**src/inc/scx_pkg.sv**
```systemverilog
// Constants, register map and state types of the smart-card channel.
// Assumes a single 10 MHz clock and a synchronous bit-period tick.
package scx_pkg;
	// ------------------------------------------------------------
	// Register offsets (byte addresses)
	// ------------------------------------------------------------
	localparam logic [7:0] ADDR_CTRL   = 8'h00;
	localparam logic [7:0] ADDR_MODE   = 8'h04;
	localparam logic [7:0] ADDR_LIMIT  = 8'h08;
	localparam logic [7:0] ADDR_STATUS = 8'h0c;
	localparam logic [7:0] ADDR_MASK   = 8'h10;
	localparam logic [7:0] ADDR_ERRCNT = 8'h14;
	localparam logic [7:0] ADDR_TXDATA = 8'h18;
	localparam logic [7:0] ADDR_RXDATA = 8'h1c;
	// ------------------------------------------------------------
	// Field positions
	// ------------------------------------------------------------
	localparam int CTRL_WAIT_BIT   = 0;
	localparam int CTRL_RELOAD_BIT = 1;
	localparam int CTRL_CLRREP_BIT = 2;
	localparam int MODE_SUPP_BIT   = 0;
	localparam int MODE_ITER_LSB   = 4;
	localparam int ST_RX_READY_FLAG        = 0;
	localparam int ST_PARITY_ERROR_FLAG         = 1;
	localparam int ST_TIMEOUT      = 2;
	localparam int ST_ITER         = 3;
	localparam int ST_TXDONE       = 4;
	localparam int ST_W            = 5;
	// ------------------------------------------------------------
	// Reset values and counts
	// ------------------------------------------------------------
	localparam logic [ST_W-1:0] STATUS_RESET = 5'h00;
	localparam logic [ST_W-1:0] MASK_RESET   = 5'h00;
	localparam logic [ST_W-1:0] KEEP_ON_READ = 5'h08;
	localparam logic [15:0]     LIMIT_RESET  = 16'h0000;
	localparam logic [2:0]      ITER_RESET   = 3'h0;
	localparam logic [7:0]      ERR_MAX      = 8'hff;
	localparam logic [3:0]      RX_LAST_DATA = 4'h7;
	localparam logic [3:0]      TX_LAST_BIT  = 4'h9;
	localparam logic [3:0]      TX_RELEASE   = 4'ha;
	localparam logic [3:0]      TX_SAMPLE    = 4'hb;
	// ------------------------------------------------------------
	// State types
	// ------------------------------------------------------------
	typedef enum logic [2:0] {RX_IDLE, RX_DATA, RX_PAR, RX_NACK, RX_GUARD} scx_rx_t;
	typedef enum logic [0:0] {TX_IDLE, TX_RUN} scx_tx_t;
	typedef enum logic [1:0] {TO_WAIT, TO_RUN, TO_DONE} scx_to_t;
endpackage

```
**src/inc/scx_to_if.sv**
```systemverilog
// Link between the channel and its idle time-out counter.
// Assumes both ends share one clock.
`timescale 1ns/1ps
interface scx_to_if;
	logic        tick;
	logic        rx_char;
	logic        wait_cmd;
	logic        reload_cmd;
	logic [15:0] limit;
	logic        expired;
	logic [15:0] count;
	modport ctl (output tick, rx_char, wait_cmd, reload_cmd, limit, input expired, count);
	modport tmr (input tick, rx_char, wait_cmd, reload_cmd, limit, output expired, count);
endinterface

```
**src/hw/scx_channel.sv**
```systemverilog
// Smart-card channel: receive time-out, parity NACK and transmit repeat.
// Assumes i_bit_tick pulses once per bit period, mid-bit for sampling.
//
// Local design decisions: the address map and the address-and-strobe port.
`timescale 1ns/1ps
module scx_channel
(
	// Clock and reset
	input  wire logic        i_clk,
	input  wire logic        i_arst_n,
	// Bit-period tick
	input  wire logic        i_bit_tick,
	// Register port
	input  wire logic [7:0]  i_addr,
	input  wire logic [31:0] i_wdata,
	input  wire logic        i_wr,
	input  wire logic        i_rd,
	output logic      [31:0] o_rdata,
	// Interrupt
	output logic             o_irq,
	// Open-drain data line
	input  wire logic        i_io,
	output logic             o_io,
	output logic             o_io_oe_n
);
	typedef struct packed {
		scx_pkg::scx_rx_t rx;
		logic [3:0]       rx_cnt;
		logic [7:0]       rx_sh;
		logic             rx_char;
		scx_pkg::scx_tx_t tx;
		logic [3:0]       tx_cnt;
		logic [9:0]       tx_sh;
		logic [7:0]       tx_data;
		logic             tx_pend;
		logic             nack;
		logic [2:0]       iter;
		logic             drive_low;
		logic             suppress;
		logic [2:0]       max_iter;
		logic [15:0]      limit;
		logic [4:0]       sts;
		logic [4:0]       mask;
		logic [7:0]       err_cnt;
		logic [7:0]       rhr;
		logic [31:0]      rdata;
	} scx_chan_state_t;

	scx_chan_state_t st_reg;
	scx_chan_state_t st_next;
	scx_to_if        to_bus ();
	logic            par_bad;
	logic            wr_ctrl;

	scx_idle_timer u_timer
	(
		.i_clk    (i_clk),
		.i_arst_n (i_arst_n),
		.bus      (to_bus)
	);

	assign wr_ctrl           = i_wr && i_addr == scx_pkg::ADDR_CTRL;
	assign to_bus.tick       = i_bit_tick;
	assign to_bus.rx_char    = st_reg.rx_char;
	assign to_bus.wait_cmd   = wr_ctrl && i_wdata[scx_pkg::CTRL_WAIT_BIT];
	assign to_bus.reload_cmd = wr_ctrl && i_wdata[scx_pkg::CTRL_RELOAD_BIT];
	assign to_bus.limit      = st_reg.limit;
	assign par_bad           = ^{st_reg.rx_sh, i_io};

	// ------------------------------------------------------------
	// Next-state logic
	// ------------------------------------------------------------
	always_comb
	begin
		st_next         = st_reg;
		st_next.rx_char = 1'b0;
		st_next.rdata   = 32'h0000_0000;
		// Writes come first so that hardware events below win
		if (i_wr)
		begin
			case (i_addr)
				scx_pkg::ADDR_CTRL:
					if (i_wdata[scx_pkg::CTRL_CLRREP_BIT])
						st_next.sts[scx_pkg::ST_ITER] = 1'b0;
				scx_pkg::ADDR_MODE:
				begin
					st_next.suppress = i_wdata[scx_pkg::MODE_SUPP_BIT];
					st_next.max_iter = i_wdata[scx_pkg::MODE_ITER_LSB +: 3];
				end
				scx_pkg::ADDR_LIMIT:  st_next.limit = i_wdata[15:0];
				scx_pkg::ADDR_MASK:   st_next.mask  = i_wdata[4:0];
				scx_pkg::ADDR_TXDATA:
					// Ignored while a character is still in flight
					if (!st_reg.tx_pend && st_reg.tx == scx_pkg::TX_IDLE)
					begin
						st_next.tx_data = i_wdata[7:0];
						st_next.tx_pend = 1'b1;
					end
				default: ;
			endcase
		end
		if (i_rd)
		begin
			case (i_addr)
				scx_pkg::ADDR_MODE:
					st_next.rdata = {25'h0, st_reg.max_iter, 3'h0, st_reg.suppress};
				scx_pkg::ADDR_LIMIT:  st_next.rdata = {16'h0000, st_reg.limit};
				scx_pkg::ADDR_STATUS:
				begin
					st_next.rdata = {27'h0, st_reg.sts};
					st_next.sts   = st_reg.sts & scx_pkg::KEEP_ON_READ;
				end
				scx_pkg::ADDR_MASK:   st_next.rdata = {27'h0, st_reg.mask};
				scx_pkg::ADDR_ERRCNT:
				begin
					st_next.rdata   = {24'h0, st_reg.err_cnt};
					st_next.err_cnt = 8'h00;
				end
				scx_pkg::ADDR_RXDATA: st_next.rdata = {24'h0, st_reg.rhr};
				default: ;
			endcase
		end
		// Time-out events
		if (to_bus.expired)
			st_next.sts[scx_pkg::ST_TIMEOUT] = 1'b1;
		if (st_reg.limit == 16'h0000)
			st_next.sts[scx_pkg::ST_TIMEOUT] = 1'b0;
		// --------------------------------------------------------
		// Receiver
		// --------------------------------------------------------
		case (st_reg.rx)
			scx_pkg::RX_IDLE:
				if (i_bit_tick && !i_io && st_reg.tx == scx_pkg::TX_IDLE)
				begin
					st_next.rx     = scx_pkg::RX_DATA;
					st_next.rx_cnt = 4'h0;
				end
			scx_pkg::RX_DATA:
				if (i_bit_tick)
				begin
					st_next.rx_sh  = {i_io, st_reg.rx_sh[7:1]};
					st_next.rx_cnt = st_reg.rx_cnt + 4'h1;
					if (st_reg.rx_cnt == scx_pkg::RX_LAST_DATA)
						st_next.rx = scx_pkg::RX_PAR;
				end
			scx_pkg::RX_PAR:
				if (i_bit_tick)
				begin
					st_next.rx_char = 1'b1;
					st_next.rx      = scx_pkg::RX_GUARD;
					if (par_bad && st_next.err_cnt != scx_pkg::ERR_MAX)
						st_next.err_cnt = st_next.err_cnt + 8'h01;
					if (par_bad && !st_reg.suppress)
					begin
						st_next.sts[scx_pkg::ST_PARITY_ERROR_FLAG] = 1'b1;
						st_next.drive_low             = 1'b1;
						st_next.rx                    = scx_pkg::RX_NACK;
					end
					else
					begin
						st_next.rhr                    = st_reg.rx_sh;
						st_next.sts[scx_pkg::ST_RX_READY_FLAG] = 1'b1;
					end
				end
			scx_pkg::RX_NACK:
				// Error bit adds one bit time before the guard bit
				if (i_bit_tick)
				begin
					st_next.drive_low = 1'b0;
					st_next.rx        = scx_pkg::RX_GUARD;
				end
			scx_pkg::RX_GUARD:
				if (i_bit_tick)
					st_next.rx = scx_pkg::RX_IDLE;
			default: st_next.rx = scx_pkg::RX_IDLE;
		endcase
		// --------------------------------------------------------
		// Transmitter
		// --------------------------------------------------------
		case (st_reg.tx)
			scx_pkg::TX_IDLE:
				if (st_reg.tx_pend && st_reg.rx == scx_pkg::RX_IDLE)
				begin
					st_next.tx      = scx_pkg::TX_RUN;
					st_next.tx_pend = 1'b0;
					st_next.tx_cnt  = 4'h0;
					st_next.tx_sh   = {^st_reg.tx_data, st_reg.tx_data, 1'b0};
				end
			scx_pkg::TX_RUN:
				if (i_bit_tick)
				begin
					st_next.tx_cnt = st_reg.tx_cnt + 4'h1;
					if (st_reg.tx_cnt <= scx_pkg::TX_LAST_BIT)
					begin
						st_next.drive_low = !st_reg.tx_sh[0];
						st_next.tx_sh     = {1'b1, st_reg.tx_sh[9:1]};
					end
					else if (st_reg.tx_cnt == scx_pkg::TX_RELEASE)
						st_next.drive_low = 1'b0;
					else if (st_reg.tx_cnt == scx_pkg::TX_SAMPLE)
						st_next.nack = !i_io;
					else if (st_reg.nack && st_reg.iter < st_reg.max_iter)
					begin
						// 3-bit limit caps a character at eight sends
						st_next.iter   = st_reg.iter + 3'h1;
						st_next.tx_cnt = 4'h0;
						st_next.tx_sh  = {^st_reg.tx_data, st_reg.tx_data, 1'b0};
						if (st_reg.iter + 3'h1 == st_reg.max_iter)
							st_next.sts[scx_pkg::ST_ITER] = 1'b1;
					end
					else
					begin
						st_next.iter                    = scx_pkg::ITER_RESET;
						st_next.tx                      = scx_pkg::TX_IDLE;
						st_next.sts[scx_pkg::ST_TXDONE] = 1'b1;
					end
				end
			default: st_next.tx = scx_pkg::TX_IDLE;
		endcase
	end

	// ------------------------------------------------------------
	// State register
	// ------------------------------------------------------------
	always_ff @(posedge i_clk or negedge i_arst_n)
	begin
		if (!i_arst_n)
		begin
			st_reg          <= '0;
			st_reg.rx       <= scx_pkg::RX_IDLE;
			st_reg.tx       <= scx_pkg::TX_IDLE;
			st_reg.limit    <= scx_pkg::LIMIT_RESET;
			st_reg.sts      <= scx_pkg::STATUS_RESET;
			st_reg.mask     <= scx_pkg::MASK_RESET;
			st_reg.iter     <= scx_pkg::ITER_RESET;
			st_reg.max_iter <= scx_pkg::ITER_RESET;
		end
		else
			st_reg <= st_next;
	end

	assign o_rdata   = st_reg.rdata;
	assign o_irq     = |(st_reg.sts & st_reg.mask);
	assign o_io      = 1'b0;
	assign o_io_oe_n = !st_reg.drive_low;
endmodule // scx_channel

```
**src/hw/scx_idle_timer.sv**
```systemverilog
// Receive idle time-out down-counter.
// Assumes commands and character events are one-cycle pulses.
`timescale 1ns/1ps
module scx_idle_timer
(
	// Clock and reset
	input  wire logic i_clk,
	input  wire logic i_arst_n,
	// Channel side
	scx_to_if.tmr     bus
);
	typedef struct packed {
		scx_pkg::scx_to_t state;
		logic [15:0]      count;
		logic             expired;
	} scx_tmr_state_t;

	scx_tmr_state_t st_reg;
	scx_tmr_state_t st_next;

	always_comb
	begin
		st_next         = st_reg;
		st_next.expired = 1'b0;
		if (bus.limit == 16'h0000)
		begin
			st_next.state = scx_pkg::TO_WAIT;
			st_next.count = 16'h0000;
		end
		else if (bus.reload_cmd)
		begin
			st_next.state = scx_pkg::TO_RUN;
			st_next.count = bus.limit;
		end
		else if (bus.wait_cmd)
		begin
			st_next.state = scx_pkg::TO_WAIT;
			st_next.count = bus.limit;
		end
		else if (bus.rx_char && st_reg.state != scx_pkg::TO_DONE)
		begin
			st_next.state = scx_pkg::TO_RUN;
			st_next.count = bus.limit;
		end
		else if (st_reg.state == scx_pkg::TO_RUN && bus.tick)
		begin
			st_next.count = st_reg.count - 16'h0001;
			if (st_reg.count <= 16'h0001)
			begin
				st_next.count   = 16'h0000;
				st_next.expired = 1'b1;
				st_next.state   = scx_pkg::TO_DONE;
			end
		end
	end

	always_ff @(posedge i_clk or negedge i_arst_n)
	begin
		if (!i_arst_n)
			st_reg <= '{scx_pkg::TO_WAIT, 16'h0000, 1'b0};
		else
			st_reg <= st_next;
	end

	assign bus.expired = st_reg.expired;
	assign bus.count   = st_reg.count;
endmodule // scx_idle_timer

```
**config.mk**
```make
export PLATFORM = sky130hd
export DESIGN_NAME = scx_channel
export DESIGN_NICKNAME = d
export VERILOG_FILES = /design/src/inc/scx_pkg.sv /design/src/inc/scx_to_if.sv /design/src/hw/scx_channel.sv /design/src/hw/scx_idle_timer.sv
export SDC_FILE = /design/constraint.sdc
export NUM_CORES = 1
export LEC_CHECK = 0
export BUFFER_PORTS_ARGS = -buffer_cell sky130_fd_sc_hd__buf_2
export CORE_MARGIN = 2
export CORE_UTILIZATION = 59
export CTS_CLUSTER_DIAMETER = 80
export DETAILED_ROUTE_END_ITERATION = 8
export PLACE_DENSITY = 0.84
export SETUP_SLACK_MARGIN = 0.3
export SLEW_MARGIN = 10
export SYNTH_ARGS = -nofsm -noshare
export SYNTH_HDL_FRONTEND = slang
export SYNTH_SLANG_ARGS = --single-unit
```
**constraint.sdc**
```tcl
create_clock -name i_clk -period 2.5 [get_ports i_clk]
set_input_delay 0.375 -clock i_clk [delete_from_list [all_inputs] [get_ports i_clk]]
set_output_delay 0.375 -clock i_clk [all_outputs]
set_load 0.01 [all_outputs]
```
After elaboration in Yosys (flattened, before gate mapping)
Index checks and enable logic that the tools add are counted.
{ "totals": {"regBits": 142, "output_inout_bits": 35, "inputBits": 46} }
{ "classes": {"muxes": 71, "n_eq_ne": 29, "n_reduce_logical": 42, "n_lt_le_gt_ge": 3, "addsub": 5, "bitwise_logic": 6} }
{ "ops": {"columns": ["op", "n"], "rows": [
  ["16-bit one-hot mux with 6 select lines", 1],
  ["15-bit two-way mux", 5],
  ["18-bit two-way mux", 4],
  ["16-bit two-way mux", 3],
  ["19-bit two-way mux", 2],
  ["8-bit by 5-bit equality test with 1-bit output (second input constant)", 4],
  ["8-bit two-way mux", 4],
  ["15-bit one-hot mux with 2 select lines", 1],
  ["1-bit two-way mux", 29],
  ["3-bit two-way mux", 6],
  ["8-bit by 4-bit equality test with 1-bit output (second input constant)", 2],
  ["16-bit by 1-bit less-or-equal comparator with 1-bit output (second input constant)", 1],
  ["16-bit zero test", 1],
  ["2-bit != test (second input constant)", 8],
  ["16-bit by 1-bit subtractor with 16-bit output (second input constant)", 1],
  ["5-bit two-way mux", 3],
  ["3-bit one-hot mux with 5 select lines", 1],
  ["5-bit AND reduction", 3],
  ["14-bit two-way mux", 1],
  ["2-bit two-way mux", 7],
  ["2-bit AND reduction", 7],
  ["1-bit logical AND", 12],
  ["10-bit two-way mux", 1],
  ["5-bit nonzero test", 2],
  ["32 further kinds", 47]
]} }

Depth between registers and ports, before layout
{ "logic_depth": {"depth_word": 12, "mapped_depth": 13, "ltp_nobuf": 11} }

Modules after synthesis
A second synthesis with hierarchy kept.
{ "hier_totals": {"hier_cells": 675, "area_unflattened_um2": 6882.9} }
{ "modules_own_cells": {"columns": ["module", "cells_each", "area_each_um2", "instances"], "rows": [
  ["scx_channel", 509, 5496.5, 1],
  ["scx_idle_timer", 166, 1386.3, 1]
]} }

Worst setup path after synthesis
Ideal clock, no wire load.
{ "synth_path": {"path_type": "input -> register", "start": "input port i_addr[1]", "end": "register st_reg[45] (netlist name)", "stages": 12, "required_ps": 2423, "path_slack_ps": -473, "setup_ps": 77, "n_path_buf": 1, "arrival_time_ps": 2896, "cell_sequence": "nor3b_1 and3_1 clkbuf_1 nand2_1 nand2_1 inv_1 ha_1 and3_1 nor2b_1 or3b_2 or3_1 a21oi_1"} }
{ "synth_rtl": {"columns": ["element", "line", "source"], "rows": [
  ["start, declared", "scx_channel.sv:14", "input wire logic [7:0] i_addr,"],
  ["end signal, assigned", "scx_channel.sv:239", "st_reg <= st_next;"],
  ["end, declared", "scx_channel.sv:49", "scx_chan_state_t st_reg;"]
]} }

==> results.py <==
metrics = {
    "status": {
        "status": "finished, final reports clean",
    },
    "clock_network": {
        "clock_path_buffers": 2,
        "cts_tree": "done",
        "htree_levels": 4,
        "cts_buffers": 17,
        "clkTransAtPathRegs_ns": 0.06,
        "clk_latency_ns": 0.52,
        "clkSinkCount": 126,
        "root_buffer": "clkbuf_8",
    },
    "power_and_ir_drop": {
        "power.total_mw": 7.02,
        "irDropWorstVdd_mv": 0.589,
        "powerDensity_nw_per_um2": 899,
        "p_leak_nw": 3.73,
    },
    "timing": {
        "finalCritPeriodShare": 0.874,
        "tns_ns": 0,
        "max_freq_ghz": 0.458,
        "final-setup-viol-count": 0,
        "finClkSkew_ns": 0.0100,
        "grt_setup_unrepaired": "yes",
        "slew_headroom": 0.461,
        "slew_viol_final": 0,
        "tightestPinTransition_ns": 0.801,
        "finalHoldViolations": 0,
        "fin_crit_ns": 2.18,
    },
    "die": {
        "initial_utilization": 0.609,
        "pin_count": 81,
        "row_count": 38,
        "die_w_um": 110,
        "die_y_um": 110,
        "fp.dieArea_um2": 12100,
        "core_area_um2": 10900,
    },
    "yosys": {
        "synth_largest_area_cell": "dfrtp_1",
        "ys_seq_area_frac": 0.475,
        "synth-seq-cells": 126,
        "synth_edf_count": 0,
        "ys.flop_type": "dfrtp_1",
        "syn_avg_cell_area_um2": 10.1,
        "synth_area_um2": 6630,
        "ys_warn_count": 0,
        "synth.area.top_cells": "dfrtp_1 48%, mux2_2 7.1%, nand2_1 3.9%, buf_4 3.8%, o21ai_0 2.7%",
        "yosysMostFrequentCell": "dfrtp_1",
        "yosysTopAreaCellShare": 0.475,
        "synth_common_cells": "126 x dfrtp_1, 69 x nand2_1, 42 x mux2_2",
        "synth-async-reset-ratio": 1.00,
        "synth.distinct_cells": 64,
        "syn_inst": 655,
    },
    "placed_design": {
        "dp_cells": 837,
        "gp_congestion": 0.923,
        "placed_area_um2": 7100,
        "port_buffers": 47,
        "dpl.hpwl_mm": 11.5,
    },
    "layout": {
        "syn_to_final_growth_pct": 17.8,
        "nets": 788,
        "stdcell_count": 881,
        "antennaDiodeCount": 0,
        "design_area_um2": 7820,
        "drive_gt1_frac": 0.267,
        "final_core_util": 0.718,
        "largest_reg_flops": 74,
    },
    "route": {
        "drcViolationCount": 0,
        "ant_nets": 0,
        "drtIter0Drc": 512,
        "vias": 5617,
        "avgRoutedWirePerCell_um": 19.6,
        "drt_first_pass_iters": 7,
        "wirelength_mm": 17.3,
        "viasPerCell": 6.38,
    },
    "global_route": {
        "grt_pass1_vias": 5455,
        "grt_max_degree": 44,
        "track_usage": 0.297,
        "overflow": 0,
        "grt_pass1_wl_mm": 27.4,
        "antenna_found_initial": 0,
    },
    "flow_run": {
        "drv_cap": 0,
    },
    "min_path": {
        "min-delay-path-class": "input pin to register",
    },
    "setup_path": {
        "end_kind": "register",
        "critical_path_arrival_ns": 2.62,
        "path_class": "register to register",
        "worst-path-max-fanout": 5,
        "cp-start-kind": "register",
        "worstPathRequired_ns": 2.94,
    },
}
==> layer usage <==
metal  share of wire  GRT usage
met4           0.028      0.146
met3           0.076     0.0523
met1            0.39      0.385
met5               0          0
met2            0.51      0.484
==> logic make-up (layout without fill, tap and decap cells) <==
kind of cell    count (synthesis)  count (layout)  synth area share
simple gates                  227             227             0.178
compound gates                146             146             0.150
flops                         126             126             0.475
buf+inv                        78             147            0.0653
mux                            47              48            0.0796
xor+xnor                       18              18            0.0283
fa+ha+maj                      12              12            0.0226
other cells                     1              17          0.000565
==> power breakdown <==
part	total, mW	switching, mW	internal (mW)
Clock	2.41	0.855	1.56
Sequential	2.64	0.315	2.32
Combinational	1.97	1.08	0.892
==> repair_timing <==
item | in CTS | in global routing
endpoints found under the setup margin | 9 | 32
hold buffers | 1 | 0
hold endpoints to repair | 30 | 0
resized for setup | 3 | 8
buffers inserted | 2 | 10
cloned | 0 | 1
pin swaps | 1 | 3
==> layout by cell type (no fill, tap or decap), drive strengths merged, types with 5 or more instances in the layout <==
| master | n |
|---|---|
| and2 | 5 |
| nor2 | 33 |
| nor3 | 10 |
| nor4 | 13 |
| nor2b | 9 |
| xnor2 | 11 |
| clkbuf | 24 |
| a21oi | 31 |
| inv | 22 |
| o211ai | 5 |
| o21ai | 37 |
| a31oi | 9 |
| a22oi | 9 |
| ha | 12 |
| and3 | 15 |
| or3 | 14 |
| nand3 | 27 |
| conb | 17 |
| nand4 | 11 |
| dfrtp | 126 |
| a222oi | 5 |
| mux2 | 44 |
| a22o | 8 |
| nand2 | 69 |
| buf | 94 |
| xor2 | 5 |
| o221a | 8 |
==> worst max-delay path, cell delays in order (launching register included) <==
cell and delay [ns]:
dfrtp_1 0.39, xor2_1 0.18, xnor3_2 0.52, mux2_4 0.37, or4_1 0.50, a21oi_1 0.15
==> metrics by stage <==
stage / worst slack (ns) / hold slack (ns)
after CTS: 0.312 / 0.0800
after floorplan: -0.0525 / 0.0794
after detailed placement: -0.204 / 0.345
final: 0.315 / 0.0911
after global placement: -0.0980 / 0.336
after global routing: 0.260 / 0.0814
==> final timing paths <==
path / startpoint / endpoint / slack, ns / cells past startpoint
min in group asynchronous: i_arst_n / st_reg[46] / 0.34 / 2
max in group asynchronous: i_arst_n / to_bus.limit[9] / 1.38 / 3
worst max-delay path: st_reg[109] / st_reg[43] / 0.32 / 5
worst min register to register: st_reg[82] / st_reg[82] / 0.50 / 2
worst min-delay path: i_wdata[12] / to_bus.limit[12] / 0.09 / 2
worst max register to register: st_reg[109] / st_reg[43] / 0.32 / 5
==> cell type report <==
class                      instances  area (um^2)
fill                             720         3070
clock buffer                      24          460
timing repair buffer              95          613
sequential                       126         3160
tap                              140          175
clock inverter                     6          110
multi-input combinational        468         3220
inverter                          22         82.6
(Power assumes the default switching activity.)
